[src/rbs_pkg.sv]
/*
  Package for the reset bus strap loader: strap positions, field codes,
  decoded counts and reset timing.
  Assumes one system clock at 40 MHz and an active low asynchronous reset.
*/
package rbs_pkg;
  // Clock and timing
  localparam int unsigned SYS_CLK_HZ        = 40000000;
  localparam int unsigned RESET_SEQ_NS      = 1000;
  localparam int unsigned RESET_SEQ_CYCLES  =
    (RESET_SEQ_NS * (SYS_CLK_HZ / 1000000) + 999) / 1000;
  localparam int unsigned SEQ_CNT_W         = 8;

  // Strap positions in the low byte
  localparam int unsigned BT_WIDTH_BIT      = 7;
  localparam int unsigned BT_MUX_BIT        = 6;
  // Strap positions in the high byte
  localparam int unsigned WRS_BIT           = 0;
  localparam int unsigned CSS_LSB           = 1;
  localparam int unsigned SLS_LSB           = 3;
  localparam int unsigned CLK_LSB           = 5;

  // Bus type codes
  localparam logic [1:0] BT_8_DEMUX         = 2'h0;
  localparam logic [1:0] BT_8_MUX           = 2'h1;
  localparam logic [1:0] BT_16_DEMUX        = 2'h2;
  localparam logic [1:0] BT_16_MUX          = 2'h3;
  localparam logic [1:0] BT_INTERNAL        = 2'h0;

  // Chip select count straps
  localparam logic [1:0] CSS_FOUR           = 2'h3;
  localparam logic [1:0] CSS_NONE           = 2'h2;
  localparam logic [1:0] CSS_TWO            = 2'h1;
  localparam logic [1:0] CSS_THREE          = 2'h0;
  localparam int unsigned CS_LINES          = 4;

  // Segment line count straps
  localparam logic [1:0] SLS_TWO            = 2'h3;
  localparam logic [1:0] SLS_MAX            = 2'h2;
  localparam logic [1:0] SLS_NONE           = 2'h1;
  localparam logic [1:0] SLS_FOUR           = 2'h0;
  localparam int unsigned SEG_LINES         = 8;
  localparam int unsigned ADDR_W            = 24;
  localparam int unsigned SEG_LSB           = 16;

  // Reset values of the held copies (all straps high)
  localparam logic [7:0] STRAP_RST          = 8'hFF;

  // Loader sequence
  typedef enum logic [1:0] {
    RBS_WAIT = 2'b00,
    RBS_SEQ  = 2'b01,
    RBS_DONE = 2'b11
  } rbs_state_t;
endpackage

[src/rbs_cfg_if.sv]
/*
  Interface carrying the latched configuration from the loader core to
  the pin steering module.
  Assumes both ends run on the same system clock.
*/
`timescale 1ns/1ps
interface rbs_cfg_if;
  logic [1:0] bus_type;      // Live bus type field
  logic [1:0] cs_strap;      // Frozen chip select count
  logic [1:0] seg_strap;     // Frozen segment line count
  logic       done;          // Configuration taken
  modport core  (output bus_type, output cs_strap, output seg_strap, output done);
  modport steer (input  bus_type, input  cs_strap, input  seg_strap, input  done);
endinterface

[src/rbs_pin_steer.sv]
/*
  Pin steering: turns the latched configuration into port enables for
  the address/data port, the address port, chip selects and segment pins.
  Assumes the configuration interface is driven on the same clock.
*/
`timescale 1ns/1ps
module rbs_pin_steer
  import rbs_pkg::*;
(
  // Clock and reset
  input  wire logic                 sys_clk,
  input  wire logic                 arst_n,
  // Configuration
  rbs_cfg_if.steer                  cfg,
  input  wire logic                 byte_enable_disable_bit,
  // Pin function enables
  output logic                      port_one_addr_en,
  output logic                      port_zero_hi_data_en,
  output logic                      high_byte_enable_en,
  output logic [CS_LINES-1:0]       cs_en,
  output logic [SEG_LINES-1:0]      seg_en
);
  // Registered state of the steering logic
  typedef struct packed {
    logic                 p1;
    logic                 hi_data;
    logic                 hbe;
    logic [CS_LINES-1:0]  cs;
    logic [SEG_LINES-1:0] seg;
  } rbs_steer_t;

  rbs_steer_t s_q;   // Current enables
  rbs_steer_t s_d;   // Next enables

  // Decode of chip select count
  function automatic logic [CS_LINES-1:0] cs_dec(input logic [1:0] c);
    unique case (c)
      CSS_FOUR:  cs_dec = 4'h0F;
      CSS_NONE:  cs_dec = 4'h00;
      CSS_TWO:   cs_dec = 4'h03;
      CSS_THREE: cs_dec = 4'h07;
    endcase
  endfunction

  // Decode of segment line count
  function automatic logic [SEG_LINES-1:0] seg_dec(input logic [1:0] c);
    unique case (c)
      SLS_TWO:   seg_dec = 8'h03;
      SLS_MAX:   seg_dec = 8'hFF;
      SLS_NONE:  seg_dec = 8'h00;
      SLS_FOUR:  seg_dec = 8'h0F;
    endcase
  endfunction

  // Next enables from configuration
  always_comb begin
    s_d = '0;
    if (cfg.done) begin
      s_d.p1  = ~cfg.bus_type[0];
      s_d.hi_data = cfg.bus_type[1] | cfg.bus_type[0];
      s_d.hbe     = cfg.bus_type[1] | ~byte_enable_disable_bit;
      s_d.cs  = cs_dec(cfg.cs_strap);
      s_d.seg = seg_dec(cfg.seg_strap);
    end
  end

  // Register the enables
  always_ff @(posedge sys_clk or negedge arst_n) begin
    if (!arst_n) begin
      s_q <= '0;
    end else begin
      s_q <= s_d;
    end
  end

  assign port_one_addr_en     = s_q.p1;
  assign port_zero_hi_data_en = s_q.hi_data;
  assign high_byte_enable_en  = s_q.hbe;
  assign cs_en                = s_q.cs;
  assign seg_en               = s_q.seg;

  // Demultiplexed types drive the address port
  property p_p1_demux;
    @(posedge sys_clk) disable iff (!arst_n)
      cfg.done && !cfg.bus_type[0] |=> port_one_addr_en;
  endproperty
  a_p1_demux: assert property (p_p1_demux) else $error("address port not driven");

  // Multiplexed types keep the address port off
  property p_p1_mux;
    @(posedge sys_clk) disable iff (!arst_n)
      cfg.bus_type[0] |=> !port_one_addr_en;
  endproperty
  a_p1_mux: assert property (p_p1_mux) else $error("address port driven in mux");

  // Sixteen bit bus enables high byte enable
  property p_hbe_wide;
    @(posedge sys_clk) disable iff (!arst_n)
      cfg.done && cfg.bus_type[1] |=> high_byte_enable_en;
  endproperty
  a_hbe_wide: assert property (p_hbe_wide) else $error("high byte enable missing");

  // No segment lines on the minimum setting
  property p_seg_none;
    @(posedge sys_clk) disable iff (!arst_n)
      cfg.seg_strap == SLS_NONE |=> seg_en == '0;
  endproperty
  a_seg_none: assert property (p_seg_none) else $error("segment pins enabled");
endmodule

[src/rbs_top.sv]
/*
  Reset bus strap loader: samples the strap levels on the address/data
  port at the end of the internal reset sequence and sets up the bus.
  Assumes straps are pulled up inside and held stable by the board until
  the bus is taken, and that external start select is a board pin.
*/
`timescale 1ns/1ps
module rbs_top
  import rbs_pkg::*;
#(
  parameter int unsigned SEQ_CYCLES = RESET_SEQ_CYCLES
)(
  // Clock and reset
  input  wire logic                 sys_clk,
  input  wire logic                 arst_n,
  // Reset source and start select pins
  input  wire logic                 hw_reset,
  input  wire logic                 external_start_select,
  // Strap pins
  input  wire logic [7:0]           port_zero_low_byte,
  input  wire logic [7:0]           port_zero_high_byte,
  // Software access to the bus type field and the byte enable disable bit
  input  wire logic                 bus_type_wr,
  input  wire logic [1:0]           bus_type_wdata,
  input  wire logic                 byte_enable_disable_bit,
  // Internal bus address
  input  wire logic [ADDR_W-1:0]    cpu_addr,
  // Configuration outputs
  output logic [1:0]                bus_type_field,
  output logic [7:0]                strap_latch_reg,
  output logic                      write_config_bit,
  output logic [2:0]                clock_config_straps,
  output logic                      config_done,
  output logic [ADDR_W-1:0]         full_addr,
  // Pin function enables
  output logic                      port_one_addr_en,
  output logic                      port_zero_hi_data_en,
  output logic                      high_byte_enable_en,
  output logic [CS_LINES-1:0]       cs_en,
  output logic [SEG_LINES-1:0]      seg_en
);
  // Loader state
  typedef struct packed {
    rbs_state_t           st;
    logic [SEQ_CNT_W-1:0] cnt;
    logic [1:0]           btype;
    logic [7:0]           hi;
    logic [2:0]           clk;
    logic                 wcfg;
    logic                 done;
    logic [ADDR_W-1:0]    addr;
  } rbs_core_t;

  rbs_core_t c_q;   // Current state
  rbs_core_t c_d;   // Next state

  // Two-stage synchronisers for the pins
  logic [17:0] sync1_q;   // First stage
  logic [17:0] sync2_q;   // Second stage
  logic [7:0]  lo_s;      // Synchronised low byte
  logic [7:0]  hi_s;      // Synchronised high byte
  logic        ext_s;     // Synchronised start select
  logic        hw_s;      // Synchronised reset source

  // Synchroniser flops
  always_ff @(posedge sys_clk or negedge arst_n) begin
    if (!arst_n) begin
      sync1_q <= '1;
      sync2_q <= '1;
    end else begin
      sync1_q <= {hw_reset, external_start_select,
                  port_zero_high_byte, port_zero_low_byte};
      sync2_q <= sync1_q;
    end
  end

  // Split the second stage back into its pins
  assign lo_s  = sync2_q[7:0];
  assign hi_s  = sync2_q[15:8];
  assign ext_s = sync2_q[16];
  assign hw_s  = sync2_q[17];

  // Last count of the internal reset sequence
  localparam logic [SEQ_CNT_W-1:0] SEQ_LAST = SEQ_CNT_W'(SEQ_CYCLES - 1);

  // Sequence and capture
  always_comb begin
    c_d      = c_q;
    c_d.addr = cpu_addr;
    unique case (c_q.st)
      // Let synchronisers fill
      RBS_WAIT: begin
        c_d.st = RBS_SEQ;
      end
      // Internal reset sequence
      RBS_SEQ: begin
        if (c_q.cnt == SEQ_LAST) begin
          c_d.st   = RBS_DONE;
          c_d.done = 1'b1;
          if (ext_s) begin
            c_d.btype = {lo_s[BT_WIDTH_BIT], lo_s[BT_MUX_BIT]};
          end else begin
            c_d.btype = BT_INTERNAL;
          end
          c_d.hi   = hi_s;
          c_d.wcfg = ~hi_s[WRS_BIT];
          if (hw_s) begin
            c_d.clk = hi_s[CLK_LSB +: 3];
          end
        end else begin
          c_d.cnt = c_q.cnt + 1'b1;
        end
      end
      // Running: only the bus type field stays writable
      RBS_DONE: begin
        if (bus_type_wr) begin
          c_d.btype = bus_type_wdata;
        end
      end
      default: begin
        c_d.st = RBS_WAIT;
      end
    endcase
  end

  // State register
  always_ff @(posedge sys_clk or negedge arst_n) begin
    if (!arst_n) begin
      c_q.st   <= RBS_WAIT;
      c_q.cnt  <= '0;
      c_q.btype <= BT_16_MUX;
      c_q.hi   <= STRAP_RST;
      c_q.clk  <= '1;
      c_q.wcfg <= 1'b0;
      c_q.done <= 1'b0;
      c_q.addr <= '0;
    end else begin
      c_q <= c_d;
    end
  end

  // Outputs straight from the core registers
  assign bus_type_field      = c_q.btype;
  assign strap_latch_reg     = c_q.hi;
  assign write_config_bit    = c_q.wcfg;
  assign clock_config_straps = c_q.clk;
  assign config_done         = c_q.done;
  assign full_addr           = c_q.addr;

  // Configuration to pin steering; counts come only from frozen straps
  rbs_cfg_if cfg_i ();
  assign cfg_i.bus_type  = c_q.btype;
  assign cfg_i.cs_strap  = c_q.hi[CSS_LSB +: 2];
  assign cfg_i.seg_strap = c_q.hi[SLS_LSB +: 2];
  assign cfg_i.done      = c_q.done;

  rbs_pin_steer u_steer (
    .sys_clk                 (sys_clk),
    .arst_n                  (arst_n),
    .cfg                     (cfg_i.steer),
    .byte_enable_disable_bit (byte_enable_disable_bit),
    .port_one_addr_en        (port_one_addr_en),
    .port_zero_hi_data_en    (port_zero_hi_data_en),
    .high_byte_enable_en     (high_byte_enable_en),
    .cs_en                   (cs_en),
    .seg_en                  (seg_en)
  );

  // Strap latch holds its value once running
  property p_latch_frozen;
    @(posedge sys_clk) disable iff (!arst_n)
      config_done |=> $stable(strap_latch_reg);
  endproperty
  a_latch_frozen: assert property (p_latch_frozen) else $error("strap latch moved");

  // Write config bit is the inverse of the latched strap
  property p_wcfg;
    @(posedge sys_clk) disable iff (!arst_n)
      config_done |-> write_config_bit == !strap_latch_reg[WRS_BIT];
  endproperty
  a_wcfg: assert property (p_wcfg) else $error("write config not inverse");

  // Software write reaches the bus type field next cycle
  property p_bt_write;
    @(posedge sys_clk) disable iff (!arst_n)
      config_done && bus_type_wr |=> bus_type_field == $past(bus_type_wdata);
  endproperty
  a_bt_write: assert property (p_bt_write) else $error("bus type write lost");

  // Internal start clears the field at capture
  property p_internal;
    @(posedge sys_clk) disable iff (!arst_n)
      $rose(config_done) && !$past(ext_s) |-> bus_type_field == BT_INTERNAL;
  endproperty
  a_internal: assert property (p_internal) else $error("bus type not cleared");

  // Capture happens within 300 cycles of reset release
  property p_done_time;
    @(posedge sys_clk) disable iff (!arst_n)
      $rose(arst_n) |-> ##[1:300] config_done;
  endproperty
  a_done_time: assert property (p_done_time) else $error("capture too late");

  // Addresses always pass full width
  property p_addr;
    @(posedge sys_clk) disable iff (!arst_n)
      1'b1 |=> full_addr == $past(cpu_addr);
  endproperty
  a_addr: assert property (p_addr) else $error("address truncated");

  // Field holds its reset code until the straps are taken
  property p_early_wr;
    @(posedge sys_clk) disable iff (!arst_n)
      !config_done |-> bus_type_field == BT_16_MUX;
  endproperty
  a_early_wr: assert property (p_early_wr) else $error("early bus type change");

  // External start copies the bus type straps
  property p_ext_capture;
    @(posedge sys_clk) disable iff (!arst_n)
      $rose(config_done) && $past(ext_s) |->
        bus_type_field == $past(lo_s[BT_WIDTH_BIT:BT_MUX_BIT]);
  endproperty
  a_ext_capture: assert property (p_ext_capture) else $error("bus straps not copied");

  // Upper strap byte lands in the latch
  property p_latch_capture;
    @(posedge sys_clk) disable iff (!arst_n)
      $rose(config_done) |-> strap_latch_reg == $past(hi_s);
  endproperty
  a_latch_capture: assert property (p_latch_capture) else $error("strap byte not latched");

  // Hardware reset takes the clock straps
  property p_clk_hw;
    @(posedge sys_clk) disable iff (!arst_n)
      $rose(config_done) && $past(hw_s) |->
        clock_config_straps == $past(hi_s[CLK_LSB +: 3]);
  endproperty
  a_clk_hw: assert property (p_clk_hw) else $error("clock straps not taken");

  // Other resets leave the clock straps alone
  property p_clk_soft;
    @(posedge sys_clk) disable iff (!arst_n)
      $rose(config_done) && !$past(hw_s) |->
        clock_config_straps == $past(clock_config_straps);
  endproperty
  a_clk_soft: assert property (p_clk_soft) else $error("clock straps re-read");

  // Clock straps never move once running
  property p_clk_frozen;
    @(posedge sys_clk) disable iff (!arst_n)
      config_done |=> $stable(clock_config_straps);
  endproperty
  a_clk_frozen: assert property (p_clk_frozen) else $error("clock straps moved");

  // Write config bit never moves once running
  property p_wcfg_frozen;
    @(posedge sys_clk) disable iff (!arst_n)
      config_done |=> $stable(write_config_bit);
  endproperty
  a_wcfg_frozen: assert property (p_wcfg_frozen) else $error("write config moved");

  // Chip select enables fixed once settled
  property p_cs_frozen;
    @(posedge sys_clk) disable iff (!arst_n)
      config_done && $past(config_done) |=> $stable(cs_en);
  endproperty
  a_cs_frozen: assert property (p_cs_frozen) else $error("chip select count moved");

  // Segment enables fixed once settled
  property p_seg_frozen;
    @(posedge sys_clk) disable iff (!arst_n)
      config_done && $past(config_done) |=> $stable(seg_en);
  endproperty
  a_seg_frozen: assert property (p_seg_frozen) else $error("segment count moved");

  // Once running, the field only changes on a software write
  property p_bt_hold;
    @(posedge sys_clk) disable iff (!arst_n)
      config_done && !bus_type_wr |=> $stable(bus_type_field);
  endproperty
  a_bt_hold: assert property (p_bt_hold) else $error("bus type moved unasked");

  // Capture only at the last count of the sequence
  property p_seq_len;
    @(posedge sys_clk) disable iff (!arst_n)
      $rose(config_done) |-> $past(c_q.cnt) == SEQ_LAST;
  endproperty
  a_seq_len: assert property (p_seq_len) else $error("capture at wrong count");

  // Configuration stays taken until the next reset
  property p_done_once;
    @(posedge sys_clk) disable iff (!arst_n)
      config_done |=> config_done;
  endproperty
  a_done_once: assert property (p_done_once) else $error("configuration dropped");
endmodule

[config.mk]
export PLATFORM = sky130hd
export DESIGN_NAME = rbs_top
export DESIGN_NICKNAME = d
export VERILOG_FILES = /design/src/rbs_pkg.sv /design/src/rbs_cfg_if.sv /design/src/rbs_pin_steer.sv /design/src/rbs_top.sv
export SDC_FILE = /design/constraint.sdc
export NUM_CORES = 1
export LEC_CHECK = 0
export BUFFER_PORTS_ARGS = -buffer_cell sky130_fd_sc_hd__buf_2
export CORE_AREA = 2 2 81 83
export DETAILED_ROUTE_END_ITERATION = 16
export DIE_AREA = 0 0 83 85
export GPL_TIMING_DRIVEN = 0
export MAX_ROUTING_LAYER = met4
export PLACE_DENSITY = 0.78
export SYNTH_ARGS = -nofsm -noshare
export SYNTH_HDL_FRONTEND = slang
export SYNTH_SLANG_ARGS = --single-unit
export TNS_END_PERCENT = 30
[constraint.sdc]
create_clock -name sys_clk -period 3.2 [get_ports sys_clk]
set_input_delay 0.32 -clock sys_clk [delete_from_list [all_inputs] [get_ports sys_clk]]
set_output_delay 0.32 -clock sys_clk [all_outputs]
set_load 0.01 [all_outputs]
## Word level (Yosys, flattened, before mapping)

Cells that the tools add are included.

| storage, ports and cells | value |
|---|---|
| memories | 0 |
| input bits | 48 |
| bits in latches | 0 |
| register bits | 100 |
| output and inout bits | 54 |
| bits in read-only memories | 0 |
| memory bits (writable) | 0 |
| logic and storage cells | 53 |

| operators by class | value |
|---|---|
| divide/modulo/power cells | 0 |
| muxes and demuxes | 10 |
| add/subtract/negate cells | 1 |
| reduce and logical (&&, ||, !) cells | 9 |
| eq/ne operators | 11 |
| $mul | 0 |
| shift operators | 0 |
| bitwise gates (word level) | 7 |
| $lt $le $gt $ge | 0 |

Operators by type and width:

| cell | count |
|---|---|
| 8-bit one-hot mux with 4 select lines | 1 |
| 15-bit 2-to-1 mux | 2 |
| 4-bit one-hot mux with 4 select lines | 1 |
| 2-bit equality test, second input constant | 5 |
| 8-bit by 1-bit adder with 8-bit output, second input constant | 1 |
| 8-bit by 6-bit equality test with 1-bit output, second input constant | 1 |
| 2-bit by 1-bit equality test with 1-bit output, second input constant | 3 |
| 2-bit zero test | 3 |
| 2-bit 2-to-1 mux | 3 |
| 2-bit one-hot mux with 3 select lines | 1 |
| 2-bit AND reduction | 3 |
| 3-bit AND reduction | 2 |
| 1-bit NOT | 5 |
| 2-bit != test, second input constant | 2 |
| 2-bit one-hot mux with 2 select lines | 1 |
| 3-bit 2-to-1 mux | 1 |
| 1-bit bitwise OR | 2 |
| 2-bit nonzero test | 1 |

## Depth between registers and ports, before layout

Gate-level depths: netlist (run 1).

| depth | value |
|---|---|
| word-level depth | 3 |
| mapped depth | 6 |
| depth with buffers taken out | 4 |

## Modules after synthesis

A second synthesis (run 1) with hierarchy kept.

| unflattened totals | value |
|---|---|
| cell total of the unflattened synthesis | 194 |
| area total of the unflattened synthesis | 2965.3 um^2 |

Modules (own cells, without submodules):

| module | instances | sequential area each (um^2) | area each (um^2) | cells each |
|---|---|---|---|---|
| rbs_top | 1 | 1873.0 | 2597.5 | 165 |
| rbs_pin_steer | 1 | 225.2 | 367.9 | 29 |

## Worst setup path before layout (run 1)

Ideal clock, no wire load.

| timing | value |
|---|---|
| path type | register to register |
| start point | register c_q[42] in the netlist's numbering |
| end point | register c_q[40] in the netlist's numbering |
| slack | 1602 ps |
| period minus slack after synthesis | 1598 ps |
| path buffers | 0 |
| library setup time | 125 ps |
| data arrival time | 1474 ps |
| stages on the path, launching flop included | 4 |
| required time | 3075 ps |
| cells stage by stage | dfrtp_1 > or4_4 > o21ai_2 > mux2_2 |

| between the ends | value |
|---|---|
| cells in the longest elaborated chain, start to end | 3 |

RTL lines:

| element | RTL line | source |
|---|---|---|
| from (decl) | rbs_top.sv:54 | `rbs_core_t c_q;` |
| 8-bit by 6-bit equality test with 1-bit output | rbs_top.sv:97 | `if (c_q.cnt == SEQ_LAST) begin` |
| 1-bit NOT (no line) | - |  |
| 2-bit AND reduction (no line) | - |  |

No other way between the ends.
A chain may end at the register's enable or synchronous reset.

## Worst setup path in the final report (run 1)

| timing | value |
|---|---|
| start point | register c_q[42] in the netlist's numbering |
| end point | register c_q, in the netlist clock_config_straps[2] |

| between the ends | value |
|---|---|
| cells in the longest elaborated chain, start to end | 2 |

RTL lines:

| element | RTL line |
|---|---|
| 8-bit by 6-bit equality test with 1-bit output | rbs_top.sv:97 |
| 3-bit AND reduction (no line) | - |

No other way between the ends.

==> run metrics, run 1 <==
wirelength, routed around 4800 microns; CP Depth 3; worst setup path class reg -> reg; Overall Global Routing Usage 0.153; grt ovf 0; Seq cells post-synth 82; layout cells sized above 1 0.671; worst-margin pin slew 0.492 ns; Hold Crit Depth 1; Max-Cap Viols 0; die span in x 83 microns; global-route wire length before repair 8150 microns; Max Root-Sink Buffers 2; initial core utilization 0.486; EDFF count, synth 0; PwrDens 536 mW/mm^2; RSZ-0062 raised after global routing false; ANT cells 0; Port Buffers 95; largest net degree at the start of global routing 63; # setup viols final 0; sequential fraction of the synthesis area 0.696; worst min path class in -> reg; Clock Sinks 82; CP arrival between 1.5 and 2 ns; Remaining DRCs 0; Mapped Nets between 200 and 250; status completed; number of buffers and inverters on the critical path 0; Synth-to-Final Area Change 27.1%; CP required roughly 3.5 ns; Root Driver clkbuf_8; vias per inst 4.56; fin nets 356; Netlist cell types 35; Setup crit start kind flip-flop; number of global-route vias before repair 1793; Post-Synthesis Cell Area between 0.003 and 0.004 sq mm; crit-path cells nor4_4 -> nand4_1 -> mux2_2; clock transition at the registers of the reported paths 0.07 ns; CTS tree yes; maximum VDD drop 0.363 mV; TNS Setup 0 ns; Slew Viols, Final 0; dominant register cell in the synthesized netlist dfrtp_1; CP top delay family simple AND/OR/NAND/NOR gates; I/O pins between 100 and 150; ys async rst share 1.00; Crit. End Element flip-flop; total CTS buffers 9; commonest non-fill, non-tap cell in the layout buf_2; Site Rows 29; final period utilization 0.536; Clock Skew 0.00755 ns; post-cts sizing count 0; routability congestion estimate 0.807; Gate Count Post-Synth 197; die area 0.00706 sq mm; Syn. warnings 0; Hold Fails Final Rpt 0; Post-CTS Setup Bufs 0; average wire per standard cell around 12 microns; initial antenna violation count 0; Die H 85 microns; syn_area_per_cell 15.3 sq um; Slew HR 0.669; commonest non-fill, non-tap cells in the layout 94 x buf_2, 45 x dfrtp_1, 44 x buf_4; Largest register FFs 24; CP Max Fanout 8; Post-DRT Antenna Nets 0; H-Tree Depth 3; final hold slack 0.0797 ns; worst r2r path cells 3; final worst path period need 1.72 ns; Slowest-stage cell, CP nor4_4; hpwl dp 3430 microns; P_leak 1.89 nW; hold buffers post-CTS 1; Max Freq 0.583 GHz; 1st-pass router iterations 4; Worst path max stage delay 0.54 ns; clk_lat worst skew between 0.3 and 0.4 ns; Via Count 1766; Core Box Area 0.00620 sq mm; Starting DRT DRC Count slightly above 100
-- final timing paths --
check	end	slack, ns	start
max	clock_config_straps[2]$_DFFE_PN1P_	1.48	c_q[42]$_DFFE_PN0P_
min	sync1_q[16]$_DFF_PN1_	0.08	external_start_select
max reg2reg	clock_config_straps[2]$_DFFE_PN1P_	1.48	c_q[42]$_DFFE_PN0P_
min reg2reg	sync2_q[11]$_DFF_PN1_	0.35	sync1_q[11]$_DFF_PN1_
max in group asynchronous	clock_config_straps[1]$_DFFE_PN1P_	2.15	arst_n
min in group asynchronous	full_addr[20]$_DFF_PN0_	0.42	arst_n
-- Yosys cell counts, drive strengths merged (3+ instances only) --
cell type | count | area, sq um
dfrtp | 45 | 1130
buf | 44 | 334
dfstp | 37 | 972
mux2 | 12 | 161
nand3 | 5 | 30.0
nand4 | 4 | 25.0
nor2b | 4 | 25.0
xor2 | 4 | 35.0
a21boi | 3 | 22.5
and2 | 3 | 18.8
ha | 3 | 37.5
inv | 3 | 11.3
nand2 | 3 | 11.3
xnor2 | 3 | 26.3
-- final cells by class --
cell class                 instances  area (sq um)
buffer                            46           344
clock buffer                      13           139
clock inverter                     3          65.1
fill                             495          2370
inverter                           3          11.3
multi-input combinational         66           562
sequential                        82          2100
tap                               77          96.3
timing repair buffer              97           515
-- worst reg2reg max path, delay by kind of cell, from the launching register on --
kind / cells / cell delay (ns)
flip-flops: 1 / 0.47
multiplexers: 1 / 0.34
AND/OR/NAND/NOR: 2 / 0.83
-- per-layer routing --
metal  vias to the layer above  wire length, microns  global-route usage
li1                        833                     -                   -
met1                       852                  1930               0.175
met2                        70                  2510               0.252
met3                        11                   288              0.0350
met4                         0                    96              0.0849
met5                         -                     0                   -
-- report_power, final --
group | switching [mW] | leakage [nW] | total, mW | internal, mW
logic | 0.0707 | 0.885 | 0.165 | 0.0940
registers | 0.0197 | 0.899 | 1.12 | 1.10
clock network | 0.327 | 0.102 | 0.767 | 0.440
-- cell families (layout without fill, tap and decap cells) --
| logic type | count (synthesis) | after routing | synth area share |
|---|---|---|---|
| and+or+nand+nor | 30 | 30 | 0.0651 |
| buffers and inverters | 49 | 162 | 0.118 |
| xor gates and xnor gates | 7 | 7 | 0.0203 |
| AOI/OAI and AO/OA | 14 | 14 | 0.0349 |
| DFF | 82 | 82 | 0.696 |
| muxes | 12 | 12 | 0.0535 |
| adders and majority gates | 3 | 3 | 0.0124 |
-- metrics by stage --
stage          total power, mW  std cells  cell area (sq um)  worst slack (ns)   util
2_1_floorplan             1.22        197               3020              1.60      -
5_1_grt                   2.14        387               3830              1.37  0.617
4_1_cts                   2.09        387               3830              1.45  0.617
3_5_place_dp              1.31        370               3620              1.50  0.583
6_report                  2.05        387               3830              1.48  0.617
3_3_place_gp              1.30        369               3590              1.28  0.578
(Power assumes the default switching activity.)
==> inputs of run 2 (changes only) <==
--- a/config.mk
+++ b/config.mk
@@ -6,12 +6,12 @@
 export NUM_CORES = 1
 export LEC_CHECK = 0
 export BUFFER_PORTS_ARGS = -buffer_cell sky130_fd_sc_hd__buf_2
-export CORE_AREA = 2 2 81 83
+export CORE_AREA = 2 2 82 84
 export DETAILED_ROUTE_END_ITERATION = 16
-export DIE_AREA = 0 0 83 85
+export DIE_AREA = 0 0 84 86
 export GPL_TIMING_DRIVEN = 0
 export MAX_ROUTING_LAYER = met4
-export PLACE_DENSITY = 0.78
+export PLACE_DENSITY = 0.76
 export SYNTH_ARGS = -nofsm -noshare
 export SYNTH_HDL_FRONTEND = slang
 export SYNTH_SLANG_ARGS = --single-unit
==> constraint.sdc (replaced) <==
create_clock -name sys_clk -period 1.7 [get_ports sys_clk]
set_input_delay 0.17 -clock sys_clk [delete_from_list [all_inputs] [get_ports sys_clk]]
set_output_delay 0.17 -clock sys_clk [all_outputs]
set_load 0.01 [all_outputs]
==> run 2 against run 1 <==
  * Setup slack worse by 1.4 ns
  * Clock-buffer cell count is 1 lower
  * Critical path depth stayed put
  * Flip-flop and latch count stayed put
  * Cell count is 9.6% higher
  * Register-to-register slack worse by 1.4 ns
  * Clock skew hardly changed
  * Die area is 2.4% higher
  * Routed wire length is 13% higher
  * Via count is 6.2% higher
  * Sequential power is 88% higher
  * Worst hold slack worse by 0.0035 ns
==> run metrics, run 2 (synthesis gave the netlist of run 1 again) <==
Comb pwr share 0.097 (was 0.080); placed insts 370 (unchanged); ANT cells 0 (unchanged); Clock Sinks 82 (unchanged); Site Rows 29 (unchanged); Sw Pwr 0.847 mW (was 0.417 mW); Root Driver clkbuf_8 (unchanged); die span in x 84 microns (was 83 microns); wirelength, routed 5430 microns (was 4820 microns); die area 0.00722 sq mm (was 0.00706 sq mm); 1st-pass router iterations 4 (unchanged); Remaining DRCs 0 (unchanged); initial antenna violation count 0 (unchanged); routability congestion estimate 0.742 (was 0.807); Worst R2R Setup Slack 0.04 ns (was 1.48 ns); Synth-to-Final Area Change 39.9% (was 27.1%); H-Tree Depth 3 (unchanged); CP required 1.92 ns (was 3.46 ns); Sw Share 0.216 (was 0.203); clk_lat worst skew 0.34 ns (was 0.33 ns); I/O pins 102 (unchanged); fin nets 393 (was 356); Clock Skew 0.00755 ns (about the same); clock share of power 0.363 (was 0.373); Die H 86 microns (was 85 microns); Worst path max stage delay 0.58 ns (was 0.54 ns); worst min path class in -> reg (unchanged); # setup viols final 0 (unchanged); Worst Setup SP c_q[43]$_DFFE_PN0P_ (was c_q[42]$_DFFE_PN0P_); Non-Filler Instances 424 (was 387); Slew HR 0.783 (was 0.669); fin worst setup slack 0.0397 ns (was 1.48 ns); Tot Pwr 3.92 mW (was 2.05 mW); average wire per standard cell 12.8 microns (was 12.5 microns); Cell Int Power 3.07 mW (was 1.64 mW); CTS tree yes (unchanged); PwrDens 928 mW/mm^2 (was 536 mW/mm^2); final hold slack 0.0762 ns (was 0.0797 ns); Starting DRT DRC Count 69 (was 102); pre-CTS WS -0.00821 ns (was 1.50 ns); Overall Global Routing Usage 0.169 (was 0.153); RSZ-0062 raised after global routing false (unchanged); Via Count 1875 (was 1766); Port Buffers 95 (unchanged); Core Box Area 0.00628 sq mm (was 0.00620 sq mm); multi-input logic area 571 sq um (was 562 sq um); R2R Path End c_q[40]$_DFFE_PN0P_ (was clock_config_straps[2]$_DFFE_PN1P_); Setup crit start kind flip-flop (unchanged); Slowest-stage cell, CP or4_4 (was nor4_4); Flop pwr share 0.540 (was 0.547); commonest non-fill, non-tap cells in the layout 94 x buf_2, 45 x buf_4, 44 x dfrtp_1 (was 94 x buf_2, 45 x dfrtp_1, 44 x buf_4); worst-margin pin slew 0.323 ns (was 0.492 ns); final worst path period need 1.66 ns (was 1.72 ns); Hold Fails Final Rpt 0 (unchanged); number of global-route vias before repair 1992 (was 1793); clock transition at the registers of the reported paths 0.08 ns (was 0.07 ns); cell area after layout 0.00422 sq mm (was 0.00383 sq mm); commonest non-fill, non-tap cell in the layout buf_2 (unchanged); CP Max Fanout 4 (was 8); initial core utilization 0.480 (was 0.486); Storage cell area 0.00210 sq mm (about the same); grt ovf 0 (unchanged); status completed (unchanged); final period utilization 0.977 (was 0.536); DP Area 0.00362 sq mm (unchanged); TNS Setup 0 ns (unchanged); post-layout utilization of the core 0.672 (was 0.617); vias per inst 4.42 (was 4.56); Max Freq 0.602 GHz (was 0.583 GHz); Fillers 463 (was 495); worst r2r path cells 3 (unchanged); Worst setup endpoint c_q[40]$_DFFE_PN0P_ (was clock_config_straps[2]$_DFFE_PN1P_); worst setup path class reg -> reg (unchanged); hpwl dp 3290 microns (was 3430 microns); Largest register FFs 24 (unchanged); global-route wire length before repair 8980 microns (was 8150 microns); FF-to-FF Start c_q[43]$_DFFE_PN0P_ (was c_q[42]$_DFFE_PN0P_); Max-Cap Viols 0 (unchanged); P_leak 2.05 nW (was 1.89 nW); Post-DRT Antenna Nets 0 (unchanged); largest net degree at the start of global routing 68 (was 63); Crit. End Element flip-flop (unchanged); Slew Viols, Final 0 (unchanged); CP arrival 1.88 ns (was 1.97 ns); total CTS buffers 9 (unchanged); Max Root-Sink Buffers 2 (unchanged); maximum VDD drop 0.596 mV (was 0.363 mV); layout cells sized above 1 0.614 (was 0.671); crit-path cells or4_4 -> o21ai_4 -> mux2_2 (was nor4_4 -> nand4_1 -> mux2_2)
[run 2: changes by cell type in the layout (fill, tap and decap cells not counted), sizes merged]
cell and change:
dlygate4sd3 +37, clkbuf -2, buf +1, bufinv -1
clkinv +1, inv +1
[run 2: critical path: cells and delay by family (launching register included)]
| family | cells | cell delay [ns] |
|---|---|---|
| simple gates | 1 | 0.58 |
| flops | 1 | 0.45 |
| mux | 1 | 0.35 |
| compound gates | 1 | 0.17 |
[run 2: timing repair]
action	in CTS	in global routing
setup endpoints to repair	10	12
resized for setup	0	4
endpoints found under the hold margin	58	0
setup buffers	1	0
hold buffers	38	0
pin swaps	1	1
[run 2: worst min path at each step]
| stage | cells past startpoint | from | to | slack (ns) |
|---|---|---|---|---|
| final | 3 | bus_type_wdata[0] | bus_type_field[0]$_DFFE_PN1P_ | 0.08 |
| after global routing | 3 | bus_type_wdata[0] | bus_type_field[0]$_DFFE_PN1P_ | 0.07 |
| after detailed placement | 1 | arst_n | full_addr[2]$_DFF_PN0_ | 0.04 |
| after floorplan | 0 | arst_n | c_q[39]$_DFFE_PN0P_ | -0.13 |
| after global placement | 1 | port_zero_high_byte[3] | sync1_q[11]$_DFF_PN1_ | 0.28 |
| after CTS | 3 | bus_type_wdata[0] | bus_type_field[0]$_DFFE_PN1P_ | 0.05 |
[run 2: layer usage]
| metal | routed length [microns] | share of wire | GRT usage |
|---|---|---|---|
| met5 | 0 | 0 | - |
| met4 | 77 | 0.014 | 0.0748 |
| met3 | 249 | 0.046 | 0.0443 |
| met2 | 2880 | 0.53 | 0.280 |
| met1 | 2230 | 0.41 | 0.194 |
[run 2: cell type report]
class,instances,share of cell area
sequential,82,0.498
timing repair buffer,135,0.212
buffer,45,0.0813
inverter,3,0.00267
clock inverter,4,0.0116
multi-input combinational,66,0.135
tap,77,0.0228
clock buffer,12,0.0368
[run 2: power by group through the flow]
stage | combinational, mW | clock, mW | sequential, mW
after floorplan | 0.144 | 0 | 2.15
after global placement | 0.299 | 0 | 2.15
after detailed placement | 0.315 | 0 | 2.15
after CTS | 0.381 | 1.47 | 2.12
after global routing | 0.415 | 1.56 | 2.13
final | 0.379 | 1.42 | 2.11
==> inputs of run 3 (changes only) <==
--- a/config.mk
+++ b/config.mk
@@ -6,12 +6,14 @@
 export NUM_CORES = 1
 export LEC_CHECK = 0
 export BUFFER_PORTS_ARGS = -buffer_cell sky130_fd_sc_hd__buf_2
-export CORE_AREA = 2 2 82 84
+export CELL_PAD_IN_SITES_DETAIL_PLACEMENT = 0
+export CELL_PAD_IN_SITES_GLOBAL_PLACEMENT = 1
+export CORE_AREA = 2 2 91 93
 export DETAILED_ROUTE_END_ITERATION = 16
-export DIE_AREA = 0 0 84 86
+export DIE_AREA = 0 0 93 95
 export GPL_TIMING_DRIVEN = 0
 export MAX_ROUTING_LAYER = met4
-export PLACE_DENSITY = 0.76
+export PLACE_DENSITY_LB_ADDON = 0.1
 export SYNTH_ARGS = -nofsm -noshare
 export SYNTH_HDL_FRONTEND = slang
 export SYNTH_SLANG_ARGS = --single-unit
==> run 3 against run 2 <==
  * Clock-buffer cell count shrank 1
  * Critical path depth is the same
  * Register-to-register slack is essentially flat
  * Worst hold slack lost 0.058 ns
  * Cell count grew 6.6%
  * Total power grew 1.3%
  * Clock skew shrank 0.00091 ns
  * Setup slack gained 0.0067 ns
  * Clock power grew 4%
  * Combinational power is essentially flat
==> run metrics, run 3 (synthesis gave the netlist of run 1 again) <==
Slew HR 0.677 (was 0.783); Non-Filler Instances 452 (was 424); number of buffers and inverters on the critical path 0 (unchanged); status completed (unchanged); clock transition at the registers of the reported paths 0.08 ns (about the same); Post-DRT Antenna Nets 0 (unchanged); routability congestion estimate 0.727 (was 0.742); initial core utilization 0.380 (was 0.480); ANT cells 0 (unchanged); Root Driver clkbuf_8 (unchanged); Worst path max stage delay 0.59 ns (was 0.58 ns); I/O pins 102 (unchanged); largest net degree at the start of global routing 47 (was 68); worst setup path class reg -> reg (unchanged); initial antenna violation count 0 (unchanged); maximum VDD drop 0.526 mV (was 0.596 mV); die span in x 93 microns (was 84 microns); Via Count 1868 (was 1875); FF-to-FF Start c_q[42]$_DFFE_PN0P_ (was c_q[43]$_DFFE_PN0P_); Clock Skew 0.00664 ns (was 0.00755 ns); crit-path cells or4_4 -> o21ai_4 -> mux2_2 (unchanged); CP Max Fanout 5 (was 4); RSZ-0062 raised after global routing false (unchanged); Hold Fails Final Rpt 0 (unchanged); worst min path class in -> reg (unchanged); Slew Viols, Final 0 (unchanged); Worst Setup SP c_q[42]$_DFFE_PN0P_ (was c_q[43]$_DFFE_PN0P_); commonest non-fill, non-tap cell in the layout buf_2 (unchanged); Max Root-Sink Buffers 2 (unchanged); grt ovf 0 (unchanged); Die H 95 microns (was 86 microns); CP top delay family simple AND/OR/NAND/NOR gates (unchanged); Largest register FFs 24 (unchanged); total CTS buffers 9 (unchanged); Clock Sinks 82 (unchanged); Storage cell area 0.00210 sq mm (unchanged); number of global-route vias before repair 1774 (was 1992); average wire per standard cell 11.3 microns (was 12.8 microns); placed insts 398 (was 370); # setup viols final 0 (unchanged); 1st-pass router iterations 4 (unchanged); Worst Min Path Start byte_enable_disable_bit (was bus_type_wdata[0]); Synth-to-Final Area Change 41.2% (was 39.9%); CP arrival 1.88 ns (about the same); Core Box Area 0.00793 sq mm (was 0.00628 sq mm); Slowest-stage cell, CP or4_4 (unchanged); CP required 1.93 ns (was 1.92 ns); Max Freq 0.605 GHz (was 0.602 GHz); Max-Cap Viols 0 (unchanged); Site Rows 33 (was 29); Remaining DRCs 0 (unchanged); die area 0.00884 sq mm (was 0.00722 sq mm); H-Tree Depth 3 (unchanged); clk_lat worst skew 0.33 ns (was 0.34 ns); wirelength, routed 5090 microns (was 5430 microns); CTS tree yes (unchanged); final worst path period need 1.65 ns (was 1.66 ns); fin nets 393 (unchanged); Fillers 698 (was 463); final period utilization 0.973 (was 0.977); Crit. End Element flip-flop (unchanged); Overall Global Routing Usage 0.126 (was 0.169); hpwl dp 3300 microns (was 3290 microns); TNS Setup 0 ns (unchanged); P_leak 2.05 nW (about the same); Worst R2R Setup Slack 0.05 ns (was 0.04 ns); Starting DRT DRC Count 42 (was 69); Port Buffers 95 (unchanged); worst-margin pin slew 0.485 ns (was 0.323 ns); vias per inst 4.13 (was 4.42); layout cells sized above 1 0.611 (was 0.614); PwrDens 932 mW/mm^2 (was 928 mW/mm^2); global-route wire length before repair 8160 microns (was 8980 microns); commonest non-fill, non-tap cells in the layout 95 x buf_2, 45 x buf_4, 44 x dfrtp_1 (was 94 x buf_2, 45 x buf_4, 44 x dfrtp_1); multi-input logic area 569 sq um (was 571 sq um); Setup crit start kind flip-flop (unchanged)
[run 3: path summary, 6_finish.rpt]
kind / cells after the start / to
max in group asynchronous: 3 / sync2_q[13]$_DFF_PN1_
min in group asynchronous: 2 / c_q[46]$_DFFE_PN0P_
worst max register to register: 3 / c_q[40]$_DFFE_PN0P_
worst max-delay path: 3 / c_q[40]$_DFFE_PN0P_
worst min-delay path: 2 / u_steer.high_byte_enable_en$_DFF_PN0_
worst min register to register: 0 / sync2_q[7]$_DFF_PN1_
[run 3: final cells by class]
cell class / count / share of cell area
timing repair buffer: 134 / 0.207
sequential: 82 / 0.493
clock buffer: 11 / 0.0309
clock inverter: 5 / 0.0185
multi-input combinational: 66 / 0.134
buffer: 46 / 0.0829
inverter: 3 / 0.00264
tap: 105 / 0.0309
[run 3: per-stage QoR]
stage | hold slack, ns | utilization | power, mW | cell area, sq um | worst slack [ns]
2_1_floorplan | -0.126 | - | 2.29 | 3020 | 0.102
3_3_place_gp | 0.276 | 0.457 | 2.45 | 3620 | -0.152
3_5_place_dp | 0.172 | 0.461 | 2.46 | 3650 | -0.0156
4_1_cts | 0.00625 | 0.535 | 4.03 | 4240 | 0.00573
5_1_grt | 0.0199 | 0.537 | 4.17 | 4260 | 0.000791
6_report | 0.0179 | 0.537 | 3.97 | 4260 | 0.0464
[run 3: worst register-to-register path: cells and delay by family, from the launching register on]
family / cells / cell delay [ns]
mux: 1 / 0.34
compound gates: 1 / 0.17
simple gates: 1 / 0.59
flops: 1 / 0.46
[run 3: timing repair]
item                                    CTS  global route
gates resized for setup                   0             5
endpoints found under the hold margin    60             0
endpoints found under the setup margin    7            10
hold buffers                             37             0
setup buffers                             1             0
pin swaps                                 1             1
[run 3: report_power, final]
part,leakage [nW],switching [mW],internal [mW]
combinational,1.04,0.146,0.231
clock,0.107,0.652,0.826
sequential,0.897,0.0351,2.08
[run 3: layer usage]
layer | wire (microns) | GRT usage | vias to the layer above
met3 | 326 | 0.0343 | 9
li1 | - | - | 904
met2 | 2420 | 0.191 | 76
met5 | 0 | - | -
met4 | 71 | 0.0662 | 0
met1 | 2280 | 0.155 | 879
